## src/hw/sso_pkg.sv

```systemverilog
// constants, carriers and state types of the sync status block
// assumes one 50 MHz core clock and a classic wishbone master
//
// What this block does
// - diff output a driver on while enable high
// - diff output b driver on, independent of a
// - enable low tristates the matching driver
// - locked flag high only when freq and phase locked
// - holdover flag high while loop in holdover
// - status change raises interrupt; processor reads status
// - interrupt is active-low open drain, released otherwise
// - mode pins set loop mode in and after reset, until mode register selects its value
// - reset held at least 300 ns
package sso_pkg;

   // timing
   localparam int SSO_CLK_PERIOD_NS = 20;
   localparam int SSO_RST_MIN_NS = 300;
   localparam logic [4:0] SSO_RST_CYC =
      5'((SSO_RST_MIN_NS + SSO_CLK_PERIOD_NS - 1) / SSO_CLK_PERIOD_NS);

   // register map, byte addresses
   localparam logic [7:0] SSO_ADR_STAT = 8'h00;
   localparam logic [7:0] SSO_ADR_MASK = 8'h04;
   localparam logic [7:0] SSO_ADR_LIVE = 8'h08;
   localparam logic [5:0] SSO_IDX_MODE = 6'h1f;
   localparam logic [7:0] SSO_ADR_MODE = {SSO_IDX_MODE, 2'b00};

   // status and mask bit positions
   localparam int SSO_EV_LOCK = 0;
   localparam int SSO_EV_HOLD = 1;
   localparam int SSO_EV_DIFF = 2;
   localparam int SSO_EV_PINS = 3;
   localparam int SSO_EV_W = 4;
   localparam logic [3:0] SSO_MASK_RST = 4'hf;

   // live register bit positions
   localparam int SSO_LV_LOCK = 0;
   localparam int SSO_LV_HOLD = 1;
   localparam int SSO_LV_A_ON = 2;
   localparam int SSO_LV_B_ON = 3;
   localparam int SSO_LV_MODE = 4;
   localparam int SSO_LV_IRQ_PIN = 6;
   localparam int SSO_LV_MODE_SRC = 7;

   // mode register bit positions
   localparam int SSO_MR_VAL = 0;
   localparam int SSO_MR_SRC = 2;

   typedef enum logic [1:0] {
      SSO_MODE_AUTO = 2'h0,
      SSO_MODE_NORMAL = 2'h1,
      SSO_MODE_HOLDOVER = 2'h2,
      SSO_MODE_FREERUN = 2'h3
   } sso_mode_t;

   typedef enum logic [1:0] {
      SSO_WB_IDLE = 2'h1,
      SSO_WB_ACK = 2'h2
   } sso_wb_st_t;

   typedef enum logic [2:0] {
      SSO_REG_NONE, SSO_REG_STAT, SSO_REG_MASK, SSO_REG_LIVE, SSO_REG_MODE
   } sso_reg_t;

   typedef struct packed {
      logic cyc;
      logic stb;
      logic we;
      logic [3:0] sel;
      logic [7:0] adr;
      logic [31:0] dat;
   } sso_wb_req_t;

   typedef struct packed {
      logic freq_locked;
      logic phase_locked;
      logic in_holdover;
   } sso_loop_st_t;

   typedef struct packed {
      logic irq_line;
      logic mode_hi;
      logic mode_lo;
      logic b_en;
      logic a_en;
   } sso_pins_t;

   typedef struct packed {
      sso_wb_st_t wb;
      logic ack;
      logic err;
      logic [31:0] rdat;
      logic [4:0] rst_cnt;
      logic a_on;
      logic b_on;
      logic lock;
      logic hold;
      logic [1:0] pin_mode;
      logic [3:0] stat;
      logic [3:0] mask;
      logic mode_src;
      sso_mode_t mode_val;
      sso_mode_t mode_out;
      logic irq;
   } sso_state_t;

endpackage : sso_pkg

```

## src/hw/sso_top.sv

```systemverilog
// status flags, driver enables, interrupt and wishbone registers
// assumes loop status comes from logic on core_clk and board pins
// are asynchronous
//
// Added by the designer: the placing of the registers and the Wishbone register port.
`timescale 1ns/1ps
module sso_top (
   // clock and reset
   input wire logic core_clk,
   input wire logic rst,
   // wishbone slave
   input wire sso_pkg::sso_wb_req_t wb_req,
   output logic wb_ack_o,
   output logic wb_err_o,
   output logic [31:0] wb_dat_o,
   // board pins
   input wire logic diff_out_a_drive_enable,
   input wire logic diff_out_b_drive_enable,
   input wire logic primary_loop_mode_pin_lo,
   input wire logic primary_loop_mode_pin_hi,
   // loop core status
   input wire sso_pkg::sso_loop_st_t loop_status,
   // loop core mode
   output sso_pkg::sso_mode_t primary_loop_mode,
   // differential driver enables
   output logic diff_out_a_pos_oe_n,
   output logic diff_out_b_pos_oe_n,
   // status pins
   output logic primary_loop_locked_flag,
   output logic primary_loop_holdover_flag,
   // open-drain interrupt pin
   input wire logic interrupt_line_i,
   output logic interrupt_line_o,
   output logic interrupt_line_oe_n
);

   sso_pkg::sso_state_t s_q;
   sso_pkg::sso_state_t s_d;
   sso_pkg::sso_pins_t pins;
   logic [4:0] pins_raw;
   logic in_rst;
   logic lock_now;
   logic [3:0] ev_set;
   logic [3:0] ev_clr;
   logic [1:0] pin_mode_now;
   sso_pkg::sso_reg_t reg_sel;
   logic [31:0] live_word;

   function automatic sso_pkg::sso_reg_t reg_decode(input logic [7:0] adr);
      if (adr == sso_pkg::SSO_ADR_STAT) begin
         return sso_pkg::SSO_REG_STAT;
      end else if (adr == sso_pkg::SSO_ADR_MASK) begin
         return sso_pkg::SSO_REG_MASK;
      end else if (adr == sso_pkg::SSO_ADR_LIVE) begin
         return sso_pkg::SSO_REG_LIVE;
      end else if (adr == sso_pkg::SSO_ADR_MODE) begin
         return sso_pkg::SSO_REG_MODE;
      end else begin
         return sso_pkg::SSO_REG_NONE;
      end
   endfunction : reg_decode

   assign pins_raw = {interrupt_line_i, primary_loop_mode_pin_hi,
      primary_loop_mode_pin_lo, diff_out_b_drive_enable,
      diff_out_a_drive_enable};

   sso_pin_sync #(
      .W(5)
   ) u_pin_sync (
      .core_clk(core_clk),
      .pin_raw(pins_raw),
      .pin_sync(pins)
   );

   // internal reset outlasts the pin by the minimum width
   assign in_rst = rst | (s_q.rst_cnt != sso_pkg::SSO_RST_CYC);
   assign lock_now = loop_status.freq_locked & loop_status.phase_locked;
   assign pin_mode_now = {pins.mode_hi, pins.mode_lo};
   assign reg_sel = reg_decode(wb_req.adr);

   always_comb begin
      live_word = 32'h0;
      live_word[sso_pkg::SSO_LV_LOCK] = s_q.lock;
      live_word[sso_pkg::SSO_LV_HOLD] = s_q.hold;
      live_word[sso_pkg::SSO_LV_A_ON] = s_q.a_on;
      live_word[sso_pkg::SSO_LV_B_ON] = s_q.b_on;
      live_word[sso_pkg::SSO_LV_MODE +: 2] = s_q.mode_out;
      live_word[sso_pkg::SSO_LV_IRQ_PIN] = pins.irq_line;
      live_word[sso_pkg::SSO_LV_MODE_SRC] = s_q.mode_src;
   end

   always_comb begin
      s_d = s_q;
      s_d.ack = 1'b0;
      s_d.err = 1'b0;
      ev_set = 4'h0;
      ev_clr = 4'h0;

      // pins and loop status
      s_d.a_on = pins.a_en;
      s_d.b_on = pins.b_en;
      s_d.lock = lock_now;
      s_d.hold = loop_status.in_holdover;
      s_d.pin_mode = pin_mode_now;

      // every status change is an event
      ev_set[sso_pkg::SSO_EV_LOCK] = lock_now != s_q.lock;
      ev_set[sso_pkg::SSO_EV_HOLD] = loop_status.in_holdover != s_q.hold;
      ev_set[sso_pkg::SSO_EV_DIFF] = (pins.a_en != s_q.a_on) |
         (pins.b_en != s_q.b_on);
      ev_set[sso_pkg::SSO_EV_PINS] = pin_mode_now != s_q.pin_mode;

      // bus: answer one cycle after the request, write at the ack edge
      case (s_q.wb)
         sso_pkg::SSO_WB_IDLE: begin
            if (wb_req.cyc && wb_req.stb) begin
               s_d.wb = sso_pkg::SSO_WB_ACK;
               s_d.ack = reg_sel != sso_pkg::SSO_REG_NONE;
               s_d.err = reg_sel == sso_pkg::SSO_REG_NONE;
               s_d.rdat = 32'h0;
               if (reg_sel == sso_pkg::SSO_REG_STAT) begin
                  s_d.rdat[3:0] = s_q.stat;
               end else if (reg_sel == sso_pkg::SSO_REG_MASK) begin
                  s_d.rdat[3:0] = s_q.mask;
               end else if (reg_sel == sso_pkg::SSO_REG_LIVE) begin
                  s_d.rdat = live_word;
               end else if (reg_sel == sso_pkg::SSO_REG_MODE) begin
                  s_d.rdat[sso_pkg::SSO_MR_VAL +: 2] = s_q.mode_val;
                  s_d.rdat[sso_pkg::SSO_MR_SRC] = s_q.mode_src;
               end
            end
         end
         sso_pkg::SSO_WB_ACK: begin
            s_d.wb = sso_pkg::SSO_WB_IDLE;
            // all fields sit in byte lane 0
            if (s_q.ack && wb_req.we && wb_req.sel[0]) begin
               if (reg_sel == sso_pkg::SSO_REG_STAT) begin
                  ev_clr = wb_req.dat[3:0];
               end else if (reg_sel == sso_pkg::SSO_REG_MASK) begin
                  s_d.mask = wb_req.dat[3:0];
               end else if (reg_sel == sso_pkg::SSO_REG_MODE) begin
                  s_d.mode_val = sso_pkg::sso_mode_t'(
                     wb_req.dat[sso_pkg::SSO_MR_VAL +: 2]);
                  s_d.mode_src = wb_req.dat[sso_pkg::SSO_MR_SRC];
               end
            end
         end
         default: begin
            s_d.wb = sso_pkg::SSO_WB_IDLE;
         end
      endcase

      // set beats clear so no event is lost
      s_d.stat = (s_q.stat & ~ev_clr) | ev_set;

      // after reset the mode follows the pins or the register
      s_d.mode_out = s_d.mode_src ? s_d.mode_val :
         sso_pkg::sso_mode_t'(pin_mode_now);

      s_d.irq = |(s_d.stat & s_d.mask);

      // reset width counter
      if (rst) begin
         s_d.rst_cnt = 5'h0;
      end else if (s_q.rst_cnt != sso_pkg::SSO_RST_CYC) begin
         s_d.rst_cnt = s_q.rst_cnt + 5'h1;
      end

      if (in_rst) begin
         s_d.wb = sso_pkg::SSO_WB_IDLE;
         s_d.ack = 1'b0;
         s_d.err = 1'b0;
         s_d.rdat = 32'h0;
         s_d.lock = 1'b0;
         s_d.hold = 1'b0;
         s_d.stat = 4'h0;
         s_d.mask = sso_pkg::SSO_MASK_RST;
         s_d.irq = 1'b0;
         // pins sampled through reset; last sample is the default
         s_d.mode_src = 1'b0;
         s_d.mode_val = sso_pkg::sso_mode_t'(pin_mode_now);
         s_d.mode_out = sso_pkg::sso_mode_t'(pin_mode_now);
      end
   end

   always_ff @(posedge core_clk) begin
      s_q <= s_d;
   end

   assign wb_ack_o = s_q.ack;
   assign wb_err_o = s_q.err;
   assign wb_dat_o = s_q.rdat;
   assign primary_loop_mode = s_q.mode_out;
   assign diff_out_a_pos_oe_n = ~s_q.a_on;
   assign diff_out_b_pos_oe_n = ~s_q.b_on;
   assign primary_loop_locked_flag = s_q.lock;
   assign primary_loop_holdover_flag = s_q.hold;
   // pull low only, the board pull-up makes the high level
   assign interrupt_line_o = 1'b0;
   assign interrupt_line_oe_n = ~s_q.irq;

   AST_DIFF_A_ON: assert property (@(posedge core_clk) disable iff (rst)
      pins.a_en |=> !diff_out_a_pos_oe_n)
      else $error("driver a not enabled after enable high");

   AST_DIFF_B_INDEP: assert property (@(posedge core_clk) disable iff (rst)
      (pins.b_en && !pins.a_en) |=>
      (!diff_out_b_pos_oe_n && diff_out_a_pos_oe_n))
      else $error("driver b does not follow its own enable");

   AST_DIFF_TRISTATE: assert property (@(posedge core_clk) disable iff (rst)
      $fell(pins.a_en) |=> diff_out_a_pos_oe_n[*2])
      else $error("driver a not tristated after enable low");

   AST_LOCK_CAUSE: assert property (@(posedge core_clk) disable iff (rst)
      primary_loop_locked_flag |->
      $past(loop_status.freq_locked) && $past(loop_status.phase_locked))
      else $error("locked flag without frequency and phase lock");

   AST_HOLD_FOLLOW: assert property (@(posedge core_clk) disable iff (rst)
      (loop_status.in_holdover && !in_rst) |=>
      primary_loop_holdover_flag)
      else $error("holdover flag missing while in holdover");

   AST_LOCK_EVENT_IRQ: assert property (@(posedge core_clk)
      disable iff (rst)
      ($changed(primary_loop_locked_flag) && !$past(in_rst) &&
      s_q.mask[sso_pkg::SSO_EV_LOCK]) |->
      (!interrupt_line_oe_n && s_q.stat[sso_pkg::SSO_EV_LOCK]))
      else $error("lock change did not raise the interrupt");

   AST_IRQ_RELEASED: assert property (@(posedge core_clk) disable iff (rst)
      ((s_q.stat & s_q.mask) == 4'h0) |->
      (interrupt_line_oe_n && !interrupt_line_o))
      else $error("interrupt line pulled with nothing pending");

   AST_MODE_DEFAULT: assert property (@(posedge core_clk) disable iff (rst)
      $fell(in_rst) |->
      (s_q.mode_val == $past(pin_mode_now) && !s_q.mode_src))
      else $error("mode default not taken from pins at reset");

   AST_RESET_WIDTH: assert property (@(posedge core_clk)
      $fell(rst) |-> in_rst[*8] ##1 in_rst[*7] ##1 !in_rst)
      else $error("internal reset width is not fifteen cycles");

   AST_RESET_OUTPUTS: assert property (@(posedge core_clk)
      in_rst |=> (!primary_loop_locked_flag &&
      !primary_loop_holdover_flag && interrupt_line_oe_n))
      else $error("flags or interrupt active during reset");

endmodule : sso_top

```

## src/hw/sso_pin_sync.sv

```systemverilog
// three-stage synchroniser for board-level pins
// assumes pins are asynchronous to core_clk; no reset so that
// pin levels are visible while the device is held in reset
`timescale 1ns/1ps
module sso_pin_sync #(
   parameter int W = 5
) (
   // clock
   input wire logic core_clk,
   // pins and filtered levels
   input wire logic [W-1:0] pin_raw,
   output logic [W-1:0] pin_sync
);

   logic [W-1:0] meta_q;
   logic [W-1:0] s2_q;
   logic [W-1:0] s3_q;
   logic [W-1:0] out_q;

   genvar i;
   generate
      for (i = 0; i < W; i++) begin : g_bit
         always_ff @(posedge core_clk) begin
            meta_q[i] <= pin_raw[i];
            s2_q[i] <= meta_q[i];
            s3_q[i] <= s2_q[i];
            // a change counts only once two stages agree
            if (s2_q[i] == s3_q[i]) begin
               out_q[i] <= s3_q[i];
            end
         end
      end
   endgenerate

   assign pin_sync = out_q;

endmodule : sso_pin_sync

```

## config.mk

```make
export PLATFORM = sky130hd
export DESIGN_NAME = sso_top
export DESIGN_NICKNAME = d
export VERILOG_FILES = /design/src/hw/sso_pkg.sv /design/src/hw/sso_top.sv /design/src/hw/sso_pin_sync.sv
export SDC_FILE = /design/constraint.sdc
export NUM_CORES = 1
export LEC_CHECK = 0
export BUFFER_PORTS_ARGS = -buffer_cell sky130_fd_sc_hd__buf_2
export CORE_ASPECT_RATIO = 1.75
export CORE_UTILIZATION = 30
export DETAILED_ROUTE_END_ITERATION = 6
export HOLD_SLACK_MARGIN = 0.06
export PLACE_DENSITY_LB_ADDON = 0.12
export SYNTH_ARGS = -nofsm -noshare
export SYNTH_HDL_FRONTEND = slang
export SYNTH_HIERARCHICAL = 1
export SYNTH_SLANG_ARGS = --single-unit
```

## constraint.sdc

```tcl
create_clock -name core_clk -period 1.7 [get_ports core_clk]
set_input_delay 0.17 -clock core_clk [delete_from_list [all_inputs] [get_ports core_clk]]
set_output_delay 0.17 -clock core_clk [all_outputs]
set_load 0.02 [all_outputs]
```

==> flow_summary.json <==
{
  "outcome": "complete, no violations",
  "netlist_area_sq_um": 2380,
  "fin_nets": 346,
  "cp-end-kind": "register",
  "ff2ff_setup_slack_ns": 0.06,
  "async_flop_share_pct": 0,
  "io-pin-count": 99,
  "grt_remaining_overflow": 0,
  "n_antenna_cell": 0,
  "start_util_pct": 31.2,
  "antenna_found_initial": 0,
  "drtIter0Drc": 48,
  "fp-row-count": 42,
  "synth-main-ff-cell": "dfxtp_1",
  "critical_path_class": "reg -> reg",
  "numCtsBuffers": 9,
  "cts.clk_slew.worst_paths_ns": 0.05,
  "final_hold_viol_count": 0,
  "p_leak_nw": 1.34,
  "setup_tns_ns": 0,
  "drive_above_1_share_pct": 30.5,
  "synth.largest_area_cell": "dfxtp_1",
  "ir_worst_vdd_mv": 0.475,
  "cts.sinks": 57,
  "route.detailed.drc": 0,
  "cp_max_fo": 3,
  "cp-endpoint": "primary_loop_mode[1]",
  "yosys_warnings": 6,
  "max_freq_mhz": 609,
  "skew_ns": 0.00737,
  "die_x_um": 69.3,
  "vias": 1636,
  "cp.arrival_ns": 1.85,
  "die_h_um": 120,
  "startpoint": "s_q[59]",
  "grt_pass1_wl_um": 7370,
  "cap_violations": 0,
  "gp_congestion": 0.736,
  "synth_cells": 231,
  "cp_slowest_stage_delay_ns": 0.36,
  "worstPathCellList": "and3b_1 > and3_2 > a21bo_2 > a21oi_4 > mux2_2",
  "rr_worst_depth": 5,
  "p_clk_share_pct": 51.4,
  "dieArea_sq_um": 8310,
  "rsz0062_at_grt": "false",
  "insertion_delay_ns": 0.33,
  "startpoint_type": "register",
  "finalSetupViolCount": 0,
  "report.final.slew_viol_count": 0,
  "sequentialPowerShare_pct": 41.8,
  "synth_area_leaders": "dfxtp_1 44%, buf_4 11%, edfxtp_1 6.3%",
  "crit_slowest_cell": "dfxtp_1",
  "switching_share_pct": 22.3,
  "grt_max_degree": 12,
  "hold_start": "loop_status[0]",
  "port_buffers": 42,
  "cts_tree": "yes",
  "synth-edff-count": 5,
  "reg2reg_to": "primary_loop_mode[1]",
  "intPower_mw": 2.68,
  "htreeDepth": 3,
  "setup_slack_ns": 0.0590,
  "wl_per_cell_um": 12.0,
  "min_period_ns": 1.64,
  "r2r-start": "s_q[59]",
  "ys_seq_elements": 57,
  "area_delta_synth_final_pct": 25.7,
  "synth_cell_types": 45,
  "track_usage_pct": 12.2,
  "core-area_sq_um": 7620,
  "cts_root_buf": "clkbuf_16",
  "clockBufferDepth": 2,
  "fill_cells": 773,
  "fin_crit_sh_pct": 96.5,
  "grt_pass1_vias": 1613,
  "routed_via_density": 4.31,
  "required_ns": 1.91,
  "seq_area_frac_synth_pct": 50.0,
  "hold_class": "in -> reg",
  "pre_cts_slack_ns": 0.00994,
  "dr.pass1.iters": 3,
  "combPwrFrac_pct": 6.7,
  "synth_top_area_share_pct": 43.7,
  "wl_um": 4570,
  "dpl.hpwl_um": 3510,
  "powerDensity_nw_per_um2": 1150,
  "ant_nets": 0,
  "p_sw_mw": 0.769,
  "avgSynthCellArea_sq_um": 10.3
}
## logic make-up (layout without fill, tap and decap cells)
family,after synthesis,after routing,synth area share (%)
compound gates,31,31,8.99
flops,57,57,50.0
xor+xnor,14,14,5.15
mux,14,14,6.25
buf+inv,52,89,14.1
simple gates,60,60,14.3
fa+ha+maj,2,2,1.05
other cells,1,25,0.157
## cell usage in the layout (no fill, tap or decap), types with 3 or more instances in the layout
cell	n
a211o_1	4
a21oi_1	8
a22oi_1	7
and2_1	3
and3_1	4
buf_2	42
buf_4	16
clkbuf_16	9
conb_1	25
dfxtp_1	51
dlygate4sd3_1	5
edfxtp_1	5
inv_1	10
mux2_2	3
mux2i_1	10
nand2_1	12
nand3_1	4
nor2_1	15
nor2b_1	3
o21ai_0	6
xnor2_1	12
## repair_timing
item	in CTS	in global routing
setup endpoints to repair	0	6
gates resized for setup	0	5
hold buffers	5	0
buffers inserted	0	1
hold endpoints to repair	5	0
## layout make-up
type,count,area [sq um],share of cell area [%]
Sequential cell,57,1190,39.8
Multi-Input combinational cell,146,973,32.5
Timing Repair Buffer,63,380,12.7
Clock buffer,11,243,8.11
Tap cell,88,110,3.68
Clock inverter,5,56.3,1.88
Inverter,10,37.5,1.25
## flip-flops by register name (all words and copies together), names as in the netlist, 2 cells and up
register / count
live_word: 3
u_pin_sync/pin_sync: 5
s_q: 20
u_pin_sync/s2_q: 5
primary_loop_mode: 2
wb_dat_o: 8
u_pin_sync/meta_q: 5
u_pin_sync/s3_q: 5
## per-stage QoR
| step | util [%] | hold WS, ns | power, mW | std cells | area, sq um |
|---|---|---|---|---|---|
| floorplan | - | 0.198 | 1.66 | 255 | 2490 |
| global placement | 34.2 | 0.272 | 1.69 | 358 | 2610 |
| detailed placement | 34.2 | 0.274 | 1.69 | 358 | 2610 |
| CTS | 38.8 | 0.0681 | 3.51 | 379 | 2960 |
| global route | 39.3 | 0.102 | 3.59 | 380 | 2990 |
| finish | 39.3 | 0.0904 | 3.44 | 380 | 2990 |
## synth_stat cells (all sizes together) (2+ instances only)
master  count
mux2i      10
inv        10
nor3        2
mux2        4
o22ai       2
nand3       4
clkbuf      5
and2        5
nand2      13
a211o       4
dfxtp      52
buf        37
nand4       2
nand4b      2
xor2        2
o21ai       6
nor2b       3
ha          2
and3        5
a21oi       9
edfxtp      5
a22oi       7
xnor2      12
nor2       16
## layer usage
layer / track usage (%) / wire, um / vias up
met5: 0 / 0 / -
met4: 8.04 / 138 / 0
met3: 4.95 / 221 / 12
met2: 22.0 / 2460 / 44
met1: 11.1 / 1750 / 739
li1: - / - / 841
## how the worst min path moves through the flow
stage          slack [ns]  depth (start not counted)                         end
6_report             0.09                          2  primary_loop_holdover_flag
3_5_place_dp         0.27                          1        u_pin_sync/meta_q[0]
5_1_grt              0.10                          2                     s_q[20]
2_1_floorplan        0.20                          0        u_pin_sync/meta_q[0]
4_1_cts              0.07                          2  primary_loop_holdover_flag
3_3_place_gp         0.27                          1        u_pin_sync/meta_q[0]
## power by group through the flow
stage	clock network [mW]	registers (mW)	logic (mW)
finish	1.77	1.44	0.232
global route	1.89	1.45	0.255
CTS	1.84	1.44	0.233
global placement	0	1.47	0.223
floorplan	0	1.46	0.203
detailed placement	0	1.47	0.224
## critical path, delay by kind of cell, from the launching register on
kind | cells | cell delay, ns
muxes | 1 | 0.35
DFF | 1 | 0.36
and+or+nand+nor | 2 | 0.45
AOI/OAI and AO/OA | 2 | 0.36
Power figures use the tool's default switching activity.
